[src/core/dpc_pkg.sv]
// Constants, register indices and types shared by the priority classifier.
// Assumes a single 25 MHz core clock and 32-bit Avalon-MM register access.
package dpc_pkg;

  // ==========================================================================
  // Widths
  localparam int DPC_ADDR_W    = 10;
  localparam int DPC_DATA_W    = 32;
  localparam int DPC_BE_W      = 4;
  localparam int DPC_IDX_W     = 8;
  localparam int DPC_TBL_BYTES = 16;
  localparam int DPC_TBL_AW    = 4;
  localparam int DPC_BYTE_W    = 8;
  localparam int DPC_FIELD_W   = 2;
  localparam int DPC_SEL_W     = 2;
  localparam int DPC_CODE_W    = 6;
  localparam int DPC_CNT_W     = 16;

  // ==========================================================================
  // Header byte layout: code point is bits 7..2
  localparam int DPC_CODE_HI   = 7;
  localparam int DPC_CODE_LO   = 2;
  localparam int DPC_ROW_HI    = 7;
  localparam int DPC_ROW_LO    = 4;
  localparam int DPC_SEL_HI    = 3;
  localparam int DPC_SEL_LO    = 2;
  localparam int DPC_WORD_LO   = 2;

  // ==========================================================================
  // Register indices; byte address is four times the index
  localparam logic [DPC_IDX_W-1:0] DPC_IDX_MAP_BYTE0 = 8'h60;
  localparam logic [DPC_IDX_W-1:0] DPC_IDX_MAP_BYTE1 = 8'h61;
  localparam logic [DPC_IDX_W-1:0] DPC_IDX_MAP_BYTE2 = 8'h62;
  localparam logic [DPC_IDX_W-1:0] DPC_IDX_MAP_BYTE3 = 8'h63;
  localparam logic [DPC_IDX_W-1:0] DPC_IDX_MAP_BYTE4 = 8'h64;
  localparam logic [DPC_IDX_W-1:0] DPC_IDX_MAP_LAST  = 8'h6f;
  localparam logic [DPC_IDX_W-1:0] DPC_IDX_CTRL      = 8'h70;
  localparam logic [DPC_IDX_W-1:0] DPC_IDX_STATUS    = 8'h71;
  localparam logic [DPC_IDX_W-1:0] DPC_IDX_COUNT     = 8'h72;

  // ==========================================================================
  // Reset values and field positions
  localparam logic [DPC_BYTE_W-1:0]  DPC_MAP_RESET   = 8'h00;
  localparam logic [DPC_FIELD_W-1:0] DPC_PRIO_RESET  = 2'h0;
  localparam logic                   DPC_EN_RESET    = 1'b1;
  localparam logic [DPC_CODE_W-1:0]  DPC_CODE_RESET  = 6'h00;
  localparam logic [DPC_CNT_W-1:0]   DPC_CNT_RESET   = 16'h0000;
  localparam logic [DPC_CNT_W-1:0]   DPC_CNT_ONE     = 16'h0001;
  localparam logic [DPC_DATA_W-1:0]  DPC_DATA_ZERO   = 32'h0000_0000;
  localparam int                     DPC_CTRL_EN_BIT = 0;
  localparam int                     DPC_ST_CODE_LO  = 0;
  localparam int                     DPC_ST_PRIO_LO  = 8;
  localparam int                     DPC_ST_SEEN_BIT = 15;
  localparam int                     DPC_BE_LANE0    = 0;

  // ==========================================================================
  // Bus slave states
  typedef enum logic [1:0] {
    DPC_BUS_IDLE,
    DPC_BUS_WAIT,
    DPC_BUS_DONE
  } dpc_bus_state_t;

endpackage : dpc_pkg

[src/core/dpc_tbl_if.sv]
// Interface between the classifier core and its mapping table store.
// Assumes both ends run on the same clock.
`timescale 1ns/1ps
`default_nettype none

interface dpc_tbl_if;
  import dpc_pkg::*;

  logic [DPC_TBL_AW-1:0] a_addr;   // Software port row
  logic                  a_we;     // Software port write strobe
  logic [DPC_BYTE_W-1:0] a_wdata;  // Software port write data
  logic [DPC_BYTE_W-1:0] a_rdata;  // Software port registered read data
  logic [DPC_TBL_AW-1:0] b_addr;   // Lookup port row
  logic [DPC_BYTE_W-1:0] b_rdata;  // Lookup port registered read data

  modport ctrl (output a_addr, output a_we, output a_wdata, input a_rdata,
                output b_addr, input b_rdata);
  modport mem  (input a_addr, input a_we, input a_wdata, output a_rdata,
                input b_addr, output b_rdata);
endinterface : dpc_tbl_if

`default_nettype wire

[src/core/dpc_map_mem.sv]
// Mapping table store: sixteen bytes, one write port and two registered reads.
// Assumes a reset already synchronised to clock.
`timescale 1ns/1ps
`default_nettype none

module dpc_map_mem
  import dpc_pkg::*;
(
  input  wire logic clock,  // Core clock
  input  wire logic rst_n,  // Synchronised reset, active low
  dpc_tbl_if.mem    tbl     // Table access ports
);
  import dpc_pkg::*;

  logic [DPC_BYTE_W-1:0] mem_ff [DPC_TBL_BYTES];
  logic [DPC_BYTE_W-1:0] a_rdata_ff;
  logic [DPC_BYTE_W-1:0] b_rdata_ff;

  // ==========================================================================
  // Storage rows
  genvar gi;
  generate
    for (gi = 0; gi < DPC_TBL_BYTES; gi++) begin : g_row
      always_ff @(posedge clock or negedge rst_n) begin
        if (!rst_n) begin
          mem_ff[gi] <= DPC_MAP_RESET;
        end else if (tbl.a_we && (tbl.a_addr == DPC_TBL_AW'(gi))) begin
          mem_ff[gi] <= tbl.a_wdata;
        end
      end
    end
  endgenerate

  // ==========================================================================
  // Registered reads; a same-cycle write is seen one cycle later
  always_ff @(posedge clock or negedge rst_n) begin
    if (!rst_n) begin
      a_rdata_ff <= DPC_MAP_RESET;
    end else begin
      a_rdata_ff <= mem_ff[tbl.a_addr];
    end
  end

  always_ff @(posedge clock or negedge rst_n) begin
    if (!rst_n) begin
      b_rdata_ff <= DPC_MAP_RESET;
    end else begin
      b_rdata_ff <= mem_ff[tbl.b_addr];
    end
  end

  assign tbl.a_rdata = a_rdata_ff;
  assign tbl.b_rdata = b_rdata_ff;

endmodule // dpc_map_mem

`default_nettype wire

[src/core/dpc_classifier.sv]
// Code point to priority classifier with Avalon-MM register slave.
// Assumes header inputs come from logic on the same clock; nrst may be async.
//
// Our own choice: register access over Avalon-MM.
`timescale 1ns/1ps
`default_nettype none

// Operation
// - Decode header bits 7..2 into 64 codes
// - Table is 64 two-bit fields, 128 bits
// - Decoded code selects its table field
// - Field is priority; fields RW, reset 00
// - Byte0 holds codes 0x00..0x0C low-first
// - Byte1 holds codes 0x10..0x1C low-first
// - Byte 0x62 holds codes 0x20..0x2C
// - Byte 0x63 holds codes 0x30..0x3C
// - Following bytes continue, 0x64 holds 0x40..0x4C
module dpc_classifier
  import dpc_pkg::*;
(
  input  wire logic                  clock,            // Core clock, 25 MHz
  input  wire logic                  nrst,             // Reset, active low
  input  wire logic [DPC_ADDR_W-1:0] avs_address,      // Byte address
  input  wire logic                  avs_read,         // Read request
  input  wire logic                  avs_write,        // Write request
  input  wire logic [DPC_DATA_W-1:0] avs_writedata,    // Write data
  input  wire logic [DPC_BE_W-1:0]   avs_byteenable,   // Byte enables
  output logic      [DPC_DATA_W-1:0] avs_readdata,     // Read data
  output logic                       avs_waitrequest,  // Stall, high until answer
  input  wire logic                  hdr_valid,        // Header byte strobe
  input  wire logic                  hdr_is_ip,        // Frame carries IP header
  input  wire logic [DPC_BYTE_W-1:0] hdr_tos,          // Type-of-service byte
  output logic                       prio_valid,       // Priority result pulse
  output logic      [DPC_FIELD_W-1:0] prio_value,      // Priority result
  output logic                       prio_bypass       // Use other source pulse
);
  import dpc_pkg::*;

  // ==========================================================================
  // Reset release
  // Release is synchronised; entry into reset stays asynchronous
  logic rst_meta_ff;
  logic rst_n_ff;

  always_ff @(posedge clock or negedge nrst) begin
    if (!nrst) begin
      rst_meta_ff <= 1'b0;
      rst_n_ff    <= 1'b0;
    end else begin
      rst_meta_ff <= 1'b1;
      rst_n_ff    <= rst_meta_ff;
    end
  end

  // ==========================================================================
  // Table store
  dpc_tbl_if tbl ();

  dpc_map_mem u_mem (
    .clock (clock),
    .rst_n (rst_n_ff),
    .tbl   (tbl.mem)
  );

  // ==========================================================================
  // Register decode
  dpc_bus_state_t         bus_state_ff;
  logic [DPC_IDX_W-1:0]   reg_idx;
  logic                   hit_map;
  logic                   hit_ctrl;
  logic                   hit_status;
  logic                   hit_count;
  logic                   bus_take;
  logic                   wr_lane0;
  logic [DPC_IDX_W-1:0]   map_row_wide;

  logic                   enable_ff;
  logic [DPC_CODE_W-1:0]  last_code_ff;
  logic [DPC_FIELD_W-1:0] last_prio_ff;
  logic                   seen_ff;
  logic [DPC_CNT_W-1:0]   count_ff;
  logic                   rd_map_ff;
  logic                   rd_ctrl_ff;
  logic                   rd_status_ff;
  logic                   rd_count_ff;
  logic [DPC_DATA_W-1:0]  readdata_ff;
  logic                   waitrequest_ff;

  assign reg_idx      = avs_address[DPC_ADDR_W-1:DPC_WORD_LO];
  assign hit_map      = (reg_idx >= DPC_IDX_MAP_BYTE0) && (reg_idx <= DPC_IDX_MAP_LAST);
  assign hit_ctrl     = (reg_idx == DPC_IDX_CTRL);
  assign hit_status   = (reg_idx == DPC_IDX_STATUS);
  assign hit_count    = (reg_idx == DPC_IDX_COUNT);
  assign bus_take     = (bus_state_ff == DPC_BUS_IDLE) && (avs_read || avs_write);
  assign wr_lane0     = bus_take && avs_write && avs_byteenable[DPC_BE_LANE0];
  assign map_row_wide = reg_idx - DPC_IDX_MAP_BYTE0;

  // Row 0 is byte 0x60, row 2 is 0x62, row 3 is 0x63, row 4 is 0x64
  assign tbl.a_addr  = map_row_wide[DPC_TBL_AW-1:0];
  assign tbl.a_we    = wr_lane0 && hit_map;
  assign tbl.a_wdata = avs_writedata[DPC_BYTE_W-1:0];

  // ==========================================================================
  // Bus slave sequencing: take, fetch, answer for one cycle
  always_ff @(posedge clock or negedge rst_n_ff) begin
    if (!rst_n_ff) begin
      bus_state_ff <= DPC_BUS_IDLE;
    end else begin
      case (bus_state_ff)
        DPC_BUS_IDLE: begin
          if (avs_read || avs_write) begin
            bus_state_ff <= DPC_BUS_WAIT;
          end
        end
        DPC_BUS_WAIT: begin
          bus_state_ff <= DPC_BUS_DONE;
        end
        DPC_BUS_DONE: begin
          bus_state_ff <= DPC_BUS_IDLE;
        end
        default: begin
          bus_state_ff <= DPC_BUS_IDLE;
        end
      endcase
    end
  end

  // Registered stall: the answer lands one edge after the take
  always_ff @(posedge clock or negedge rst_n_ff) begin
    if (!rst_n_ff) begin
      waitrequest_ff <= 1'b1;
    end else begin
      waitrequest_ff <= (bus_state_ff != DPC_BUS_WAIT);
    end
  end

  // Source of read data, latched when the request is taken
  always_ff @(posedge clock or negedge rst_n_ff) begin
    if (!rst_n_ff) begin
      rd_map_ff    <= 1'b0;
      rd_ctrl_ff   <= 1'b0;
      rd_status_ff <= 1'b0;
      rd_count_ff  <= 1'b0;
    end else if (bus_take) begin
      rd_map_ff    <= avs_read && hit_map;
      rd_ctrl_ff   <= avs_read && hit_ctrl;
      rd_status_ff <= avs_read && hit_status;
      rd_count_ff  <= avs_read && hit_count;
    end
  end

  // ==========================================================================
  // Read-back words, zero above each register's width
  logic [DPC_DATA_W-1:0] map_word;
  logic [DPC_DATA_W-1:0] ctrl_word;
  logic [DPC_DATA_W-1:0] status_word;
  logic [DPC_DATA_W-1:0] count_word;

  always_comb begin
    map_word    = DPC_DATA_ZERO;
    ctrl_word   = DPC_DATA_ZERO;
    status_word = DPC_DATA_ZERO;
    count_word  = DPC_DATA_ZERO;
    map_word[DPC_BYTE_W-1:0]                   = tbl.a_rdata;
    ctrl_word[DPC_CTRL_EN_BIT]                 = enable_ff;
    status_word[DPC_ST_CODE_LO +: DPC_CODE_W]  = last_code_ff;
    status_word[DPC_ST_PRIO_LO +: DPC_FIELD_W] = last_prio_ff;
    status_word[DPC_ST_SEEN_BIT]               = seen_ff;
    count_word[DPC_CNT_W-1:0]                  = count_ff;
  end

  // Unmapped reads and write answers carry zero
  always_ff @(posedge clock or negedge rst_n_ff) begin
    if (!rst_n_ff) begin
      readdata_ff <= DPC_DATA_ZERO;
    end else if (bus_state_ff == DPC_BUS_WAIT) begin
      if (rd_map_ff) begin
        readdata_ff <= map_word;
      end else if (rd_ctrl_ff) begin
        readdata_ff <= ctrl_word;
      end else if (rd_status_ff) begin
        readdata_ff <= status_word;
      end else if (rd_count_ff) begin
        readdata_ff <= count_word;
      end else begin
        readdata_ff <= DPC_DATA_ZERO;
      end
    end
  end

  // ==========================================================================
  // Control register
  always_ff @(posedge clock or negedge rst_n_ff) begin
    if (!rst_n_ff) begin
      enable_ff <= DPC_EN_RESET;
    end else if (wr_lane0 && hit_ctrl) begin
      enable_ff <= avs_writedata[DPC_CTRL_EN_BIT];
    end
  end

  // ==========================================================================
  // Lookup pipeline: stage 1 reads the row, stage 2 picks the field
  logic                   s1_valid_ff;
  logic                   s1_ip_ff;
  logic [DPC_SEL_W-1:0]   s1_sel_ff;
  logic [DPC_CODE_W-1:0]  s1_code_ff;
  logic [DPC_FIELD_W-1:0] field_pick;
  logic                   classify_done;

  // A table write at a lookup's first edge returns the old row
  assign tbl.b_addr = hdr_tos[DPC_ROW_HI:DPC_ROW_LO];

  always_ff @(posedge clock or negedge rst_n_ff) begin
    if (!rst_n_ff) begin
      s1_valid_ff <= 1'b0;
      s1_ip_ff    <= 1'b0;
      s1_sel_ff   <= '0;
      s1_code_ff  <= DPC_CODE_RESET;
    end else begin
      s1_valid_ff <= hdr_valid;
      s1_ip_ff    <= hdr_is_ip && enable_ff;
      s1_sel_ff   <= hdr_tos[DPC_SEL_HI:DPC_SEL_LO];
      s1_code_ff  <= hdr_tos[DPC_CODE_HI:DPC_CODE_LO];
    end
  end

  // Lowest code of a row sits in bits 1..0, highest in bits 7..6
  localparam int FIELDS_PER_ROW = DPC_BYTE_W / DPC_FIELD_W;

  wire logic [FIELDS_PER_ROW-1:0]                  sel_hot;
  wire logic [FIELDS_PER_ROW-1:0][DPC_FIELD_W-1:0] field_raw;
  wire logic [FIELDS_PER_ROW:0][DPC_FIELD_W-1:0]   field_acc;

  // One decoded select per field; only the selected field reaches the result
  assign field_acc[0] = '0;

  genvar fi;
  generate
    for (fi = 0; fi < FIELDS_PER_ROW; fi++) begin : g_field
      assign field_raw[fi]   = tbl.b_rdata[fi*DPC_FIELD_W +: DPC_FIELD_W];
      assign sel_hot[fi]     = (s1_sel_ff == DPC_SEL_W'(fi));
      assign field_acc[fi+1] = field_acc[fi] | (sel_hot[fi] ? field_raw[fi] : '0);
    end
  endgenerate

  assign field_pick    = field_acc[FIELDS_PER_ROW];
  assign classify_done = s1_valid_ff && s1_ip_ff;

  logic                   prio_valid_ff;
  logic [DPC_FIELD_W-1:0] prio_value_ff;
  logic                   prio_bypass_ff;

  always_ff @(posedge clock or negedge rst_n_ff) begin
    if (!rst_n_ff) begin
      prio_valid_ff  <= 1'b0;
      prio_bypass_ff <= 1'b0;
    end else begin
      prio_valid_ff  <= classify_done;
      prio_bypass_ff <= s1_valid_ff && !s1_ip_ff;
    end
  end

  always_ff @(posedge clock or negedge rst_n_ff) begin
    if (!rst_n_ff) begin
      prio_value_ff <= DPC_PRIO_RESET;
    end else if (classify_done) begin
      prio_value_ff <= field_pick;
    end
  end

  // ==========================================================================
  // Status: last classified code and frame count
  always_ff @(posedge clock or negedge rst_n_ff) begin
    if (!rst_n_ff) begin
      last_code_ff <= DPC_CODE_RESET;
      last_prio_ff <= DPC_PRIO_RESET;
      seen_ff      <= 1'b0;
    end else if (classify_done) begin
      last_code_ff <= s1_code_ff;
      last_prio_ff <= field_pick;
      seen_ff      <= 1'b1;
    end
  end

  // Count clear by write; a frame in the same cycle still counts
  always_ff @(posedge clock or negedge rst_n_ff) begin
    if (!rst_n_ff) begin
      count_ff <= DPC_CNT_RESET;
    end else if (wr_lane0 && hit_count) begin
      count_ff <= classify_done ? DPC_CNT_ONE : DPC_CNT_RESET;
    end else if (classify_done) begin
      count_ff <= count_ff + DPC_CNT_ONE;
    end
  end

  // ==========================================================================
  // Outputs
  assign avs_readdata    = readdata_ff;
  assign avs_waitrequest = waitrequest_ff;
  assign prio_valid      = prio_valid_ff;
  assign prio_value      = prio_value_ff;
  assign prio_bypass     = prio_bypass_ff;

endmodule // dpc_classifier

`default_nettype wire

[config.mk]
export PLATFORM = sky130hd
export DESIGN_NAME = dpc_classifier
export DESIGN_NICKNAME = d
export VERILOG_FILES = /design/src/core/dpc_pkg.sv /design/src/core/dpc_tbl_if.sv /design/src/core/dpc_map_mem.sv /design/src/core/dpc_classifier.sv
export SDC_FILE = /design/constraint.sdc
export NUM_CORES = 1
export LEC_CHECK = 0
export ABC_CLOCK_PERIOD_IN_PS = 19000
export BUFFER_PORTS_ARGS = -buffer_cell sky130_fd_sc_hd__buf_4
export CORE_ASPECT_RATIO = 2
export CORE_MARGIN = 4
export CORE_UTILIZATION = 30
export DETAILED_ROUTE_END_ITERATION = 8
export GPL_ROUTABILITY_DRIVEN = 0
export REMOVE_ABC_BUFFERS = 1
export SYNTH_ARGS = -nofsm -noshare
export SYNTH_HDL_FRONTEND = slang
export SYNTH_SLANG_ARGS = --single-unit
[constraint.sdc]
create_clock -name clock -period 19 [get_ports clock]
set_input_delay 1.9 -clock clock [delete_from_list [all_inputs] [get_ports clock]]
set_output_delay 1.9 -clock clock [all_outputs]
set_load 0.05 [all_outputs]
==> flow_metrics.tcl <==
set metrics [dict create \
    setup_tns_ns 0 \
    ioPinCount 97 \
    top_usage_layer "met2" \
    floorplan.initialDensity 0.305 \
    tightest_slew_ns 1.09 \
    overflow 0 \
    antenna_found_initial 1 \
    synth_compound_area_frac 0.0423 \
    root_buffer "clkbuf_16" \
    hold_depth 0 \
    reg2reg_depth 5 \
    rrSetupSlack_ns 16.53 \
    critPathBufInv 2 \
    fin_crit_ns 3.58 \
    tritoncts "done" \
    status "finished clean" \
    row_count 94 \
    synth_common_cells "dfrtp_1 (203), mux2_2 (118), mux4_2 (66), nand2_1 (55), nor2_1 (33)" \
    min_to "rst_n_ff$_DFF_PN0_" \
    layout.nets 806 \
    min-delay-start "rst_meta_ff$_DFF_PN0_" \
    grtUsageTotal 0.142 \
    use_met1 0.145 \
    synth_ff_type "dfrtp_1" \
    ys_seq_area_frac 0.509 \
    synth_top_family_by_area "multiplexers" \
    slew_viol_final 0 \
    drtAntennaViolNets 0 \
    power_density_nw_per_um2 91.5 \
    ys_warn_count 0 \
    placed_cell_area_sq_um 10800 \
    htree_levels 1 \
    drtIter0Drc 321 \
    grt_pass1_vias 6584 \
    design.core.area_sq_um 33000 \
    ys_top_cells_by_area "dfrtp_1 (50%), mux4_2 (15%), mux2_2 (13%), a22oi_1 (2.4%), nand2_1 (2.0%)" \
    drive_gt1_frac 0.394 \
    syn-instance-count 715 \
    power.leakage_nw 5.24 \
    vias 6112 \
    skew_ns 0.0165 \
    postCtsHoldBufs 0 \
    cts_setup_buffers 0 \
    endpoint_kind "flop" \
    cts_buffers 20 \
    syn_to_final_growth_pct 13.2 \
    vias_per_cell 5.13 \
    nFillCells 3178 \
    slew_headroom 0.271 \
    io_buffers 49 \
    hpwl_um 18100 \
    slowest_stage "and4_1" \
    grt_pass1_wl_um 39500 \
    cts_resized 0 \
    cp_max_fo 16 \
    yosysTopAreaCell "dfrtp_1" \
    start_kind "input pin" \
    timing.hold.ws_ns 0.355 \
    synthXorXnorAreaFrac 0.0113 \
    synth_area_per_cell_sq_um 14.1 \
    synthAdderAreaFrac 0.00124 \
    synth_top_area_frac 0.503 \
    r2r-start "bus_state_ff[1]$_DFFE_PN0P_" \
    cp_top_family "simple AND/OR/NAND/NOR gates" \
    min_path_type "flop to flop" \
    dieHeight_um 267 \
    grt_max_degree 87 \
    ys_seq_elements 205 \
    die_area_sq_um 36800 \
    synth_cell_types 50 \
    synth_async_sr_flop_share 1.00 \
    worstPathArrival_ns 3.97 \
    grtUsageMet3 0.0177 \
    drt-pass1-iter-count 4 \
    drc 0 \
    path_class "input pin to flop" \
    peakVddDrop_v 0.0000789 \
    gr-usage-met2 0.277 \
    maxCapViolations 0 \
    min_period_over_period 0.188 \
    wirelength_um 25400 \
    synth-edff-count 0 \
    clock_sinks 205 \
    max_freq_mhz 280 \
    synthMuxAreaShare 0.304 \
    yosysMostFrequentCell "dfrtp_1" \
    post-place-ws_ns 14.86 \
    cts_buffer_depth 3 \
    rsz0062_at_grt "no" \
    dp.cells 1155 \
    clkTransAtPathRegs_ns 0.07 \
    slowest_delay_ns 0.71 \
    required_ns 19.39 \
    timing_hold_violations_final 0 \
    die_width_um 138 \
    instances_no_fill 1192 \
    synth-simple-area-share 0.0956 \
    synthesis.area_sq_um 10100 \
    cp_cell_sequence "buf_4, and3b_1, and3b_1, buf_4, and4_1, mux2_1" \
    clock_latency_ns 0.51 \
    setup_slack_ns 15.42 \
    r2r_end "u_mem.mem_ff[19]$_DFFE_PN0P_" \
    fin_area_sq_um 11400 \
    routedWlPerCell_um 21.3 \
    setup_viol 0 \
]
-- flip-flops by register name (all words and copies together), names as in the netlist, 2 cells and up --
register           cells
u_mem.tbl.a_rdata      8
bus_state_ff           2
last_prio_ff           2
u_mem.mem_ff         128
u_mem.tbl.b_rdata      8
avs_readdata          16
last_code_ff           6
s1_code_ff             6
count_ff              16
-- cell families (layout without fill, tap and decap cells) --
kind of cell / count (synthesis) / after routing
AOI/OAI and AO/OA: 61 / 61
xor gates and xnor gates: 13 / 13
adders and majority gates: 1 / 1
buffers and inverters: 68 / 97
DFF: 205 / 205
muxes: 204 / 204
other: 2 / 18
and+or+nand+nor: 161 / 161
-- worst max-delay path by stage --
| stage | slack [ns] | startpoint | end | cells past startpoint |
|---|---|---|---|---|
| floorplan | 12.87 | rst_n_ff$_DFF_PN0_ | avs_readdata[0]$_DFFE_PN0N_ | 0 |
| global placement | 14.85 | avs_address[9] | u_mem.mem_ff[20]$_DFFE_PN0P_ | 6 |
| detailed placement | 14.86 | avs_address[9] | u_mem.mem_ff[20]$_DFFE_PN0P_ | 6 |
| CTS | 15.39 | avs_address[9] | u_mem.mem_ff[22]$_DFFE_PN0P_ | 6 |
| global route | 15.33 | avs_address[9] | u_mem.mem_ff[18]$_DFFE_PN0P_ | 6 |
| finish | 15.42 | avs_address[9] | u_mem.mem_ff[19]$_DFFE_PN0P_ | 6 |
-- layout make-up --
cell class | count | area [sq um] | area share
Clock buffer | 27 | 558 | 0.0489
Sequential cell | 205 | 5140 | 0.450
Clock inverter | 9 | 101 | 0.00887
Inverter | 7 | 26.3 | 0.00230
Multi-Input combinational cell | 457 | 4650 | 0.407
Timing Repair Buffer | 54 | 405 | 0.0355
Antenna cell | 1 | 2.50 | 0.000219
Tap cell | 432 | 541 | 0.0473
-- metal layers --
metal | vias up | share of wire
met5 | - | 0
met4 | 0 | 0.042
met3 | 56 | 0.037
met2 | 136 | 0.58
met1 | 3213 | 0.34
li1 | 2707 | -
-- cells in the final DEF, fill, tap and decap left out, types with 3 or more instances in the layout --
cell type	n
mux4_2	66
nand2_1	55
a22oi_1	32
inv_1	6
mux2_1	11
and4_1	6
nor2_2	3
nand3_4	10
o21ai_0	11
nor2b_1	10
mux2_4	8
a221oi_1	7
clkbuf_1	5
and2_1	6
clkinv_2	5
dfrtp_1	202
conb_1	17
xnor2_1	3
a21oi_1	7
xor2_1	10
buf_4	54
nand3_1	10
nor2_1	33
mux2_2	118
clkbuf_16	21
nand4_1	9
-- stage by stage --
stage | total power [mW] | utilization
final | 1.04 | 0.346
after global routing | 1.09 | 0.346
after CTS | 1.06 | 0.345
after detailed placement | 0.647 | 0.326
after global placement | 0.643 | 0.326
after floorplan | 0.585 | -
-- power breakdown --
group | switching [mW] | internal, mW | total [mW] | leakage, nW
logic | 0.104 | 0.0496 | 0.154 | 2.17
clock network | 0.175 | 0.235 | 0.410 | 0.324
registers | 0.0197 | 0.461 | 0.481 | 2.74
total | 0.299 | 0.746 | 1.04 | 5.24
(Power assumes the default switching activity.)
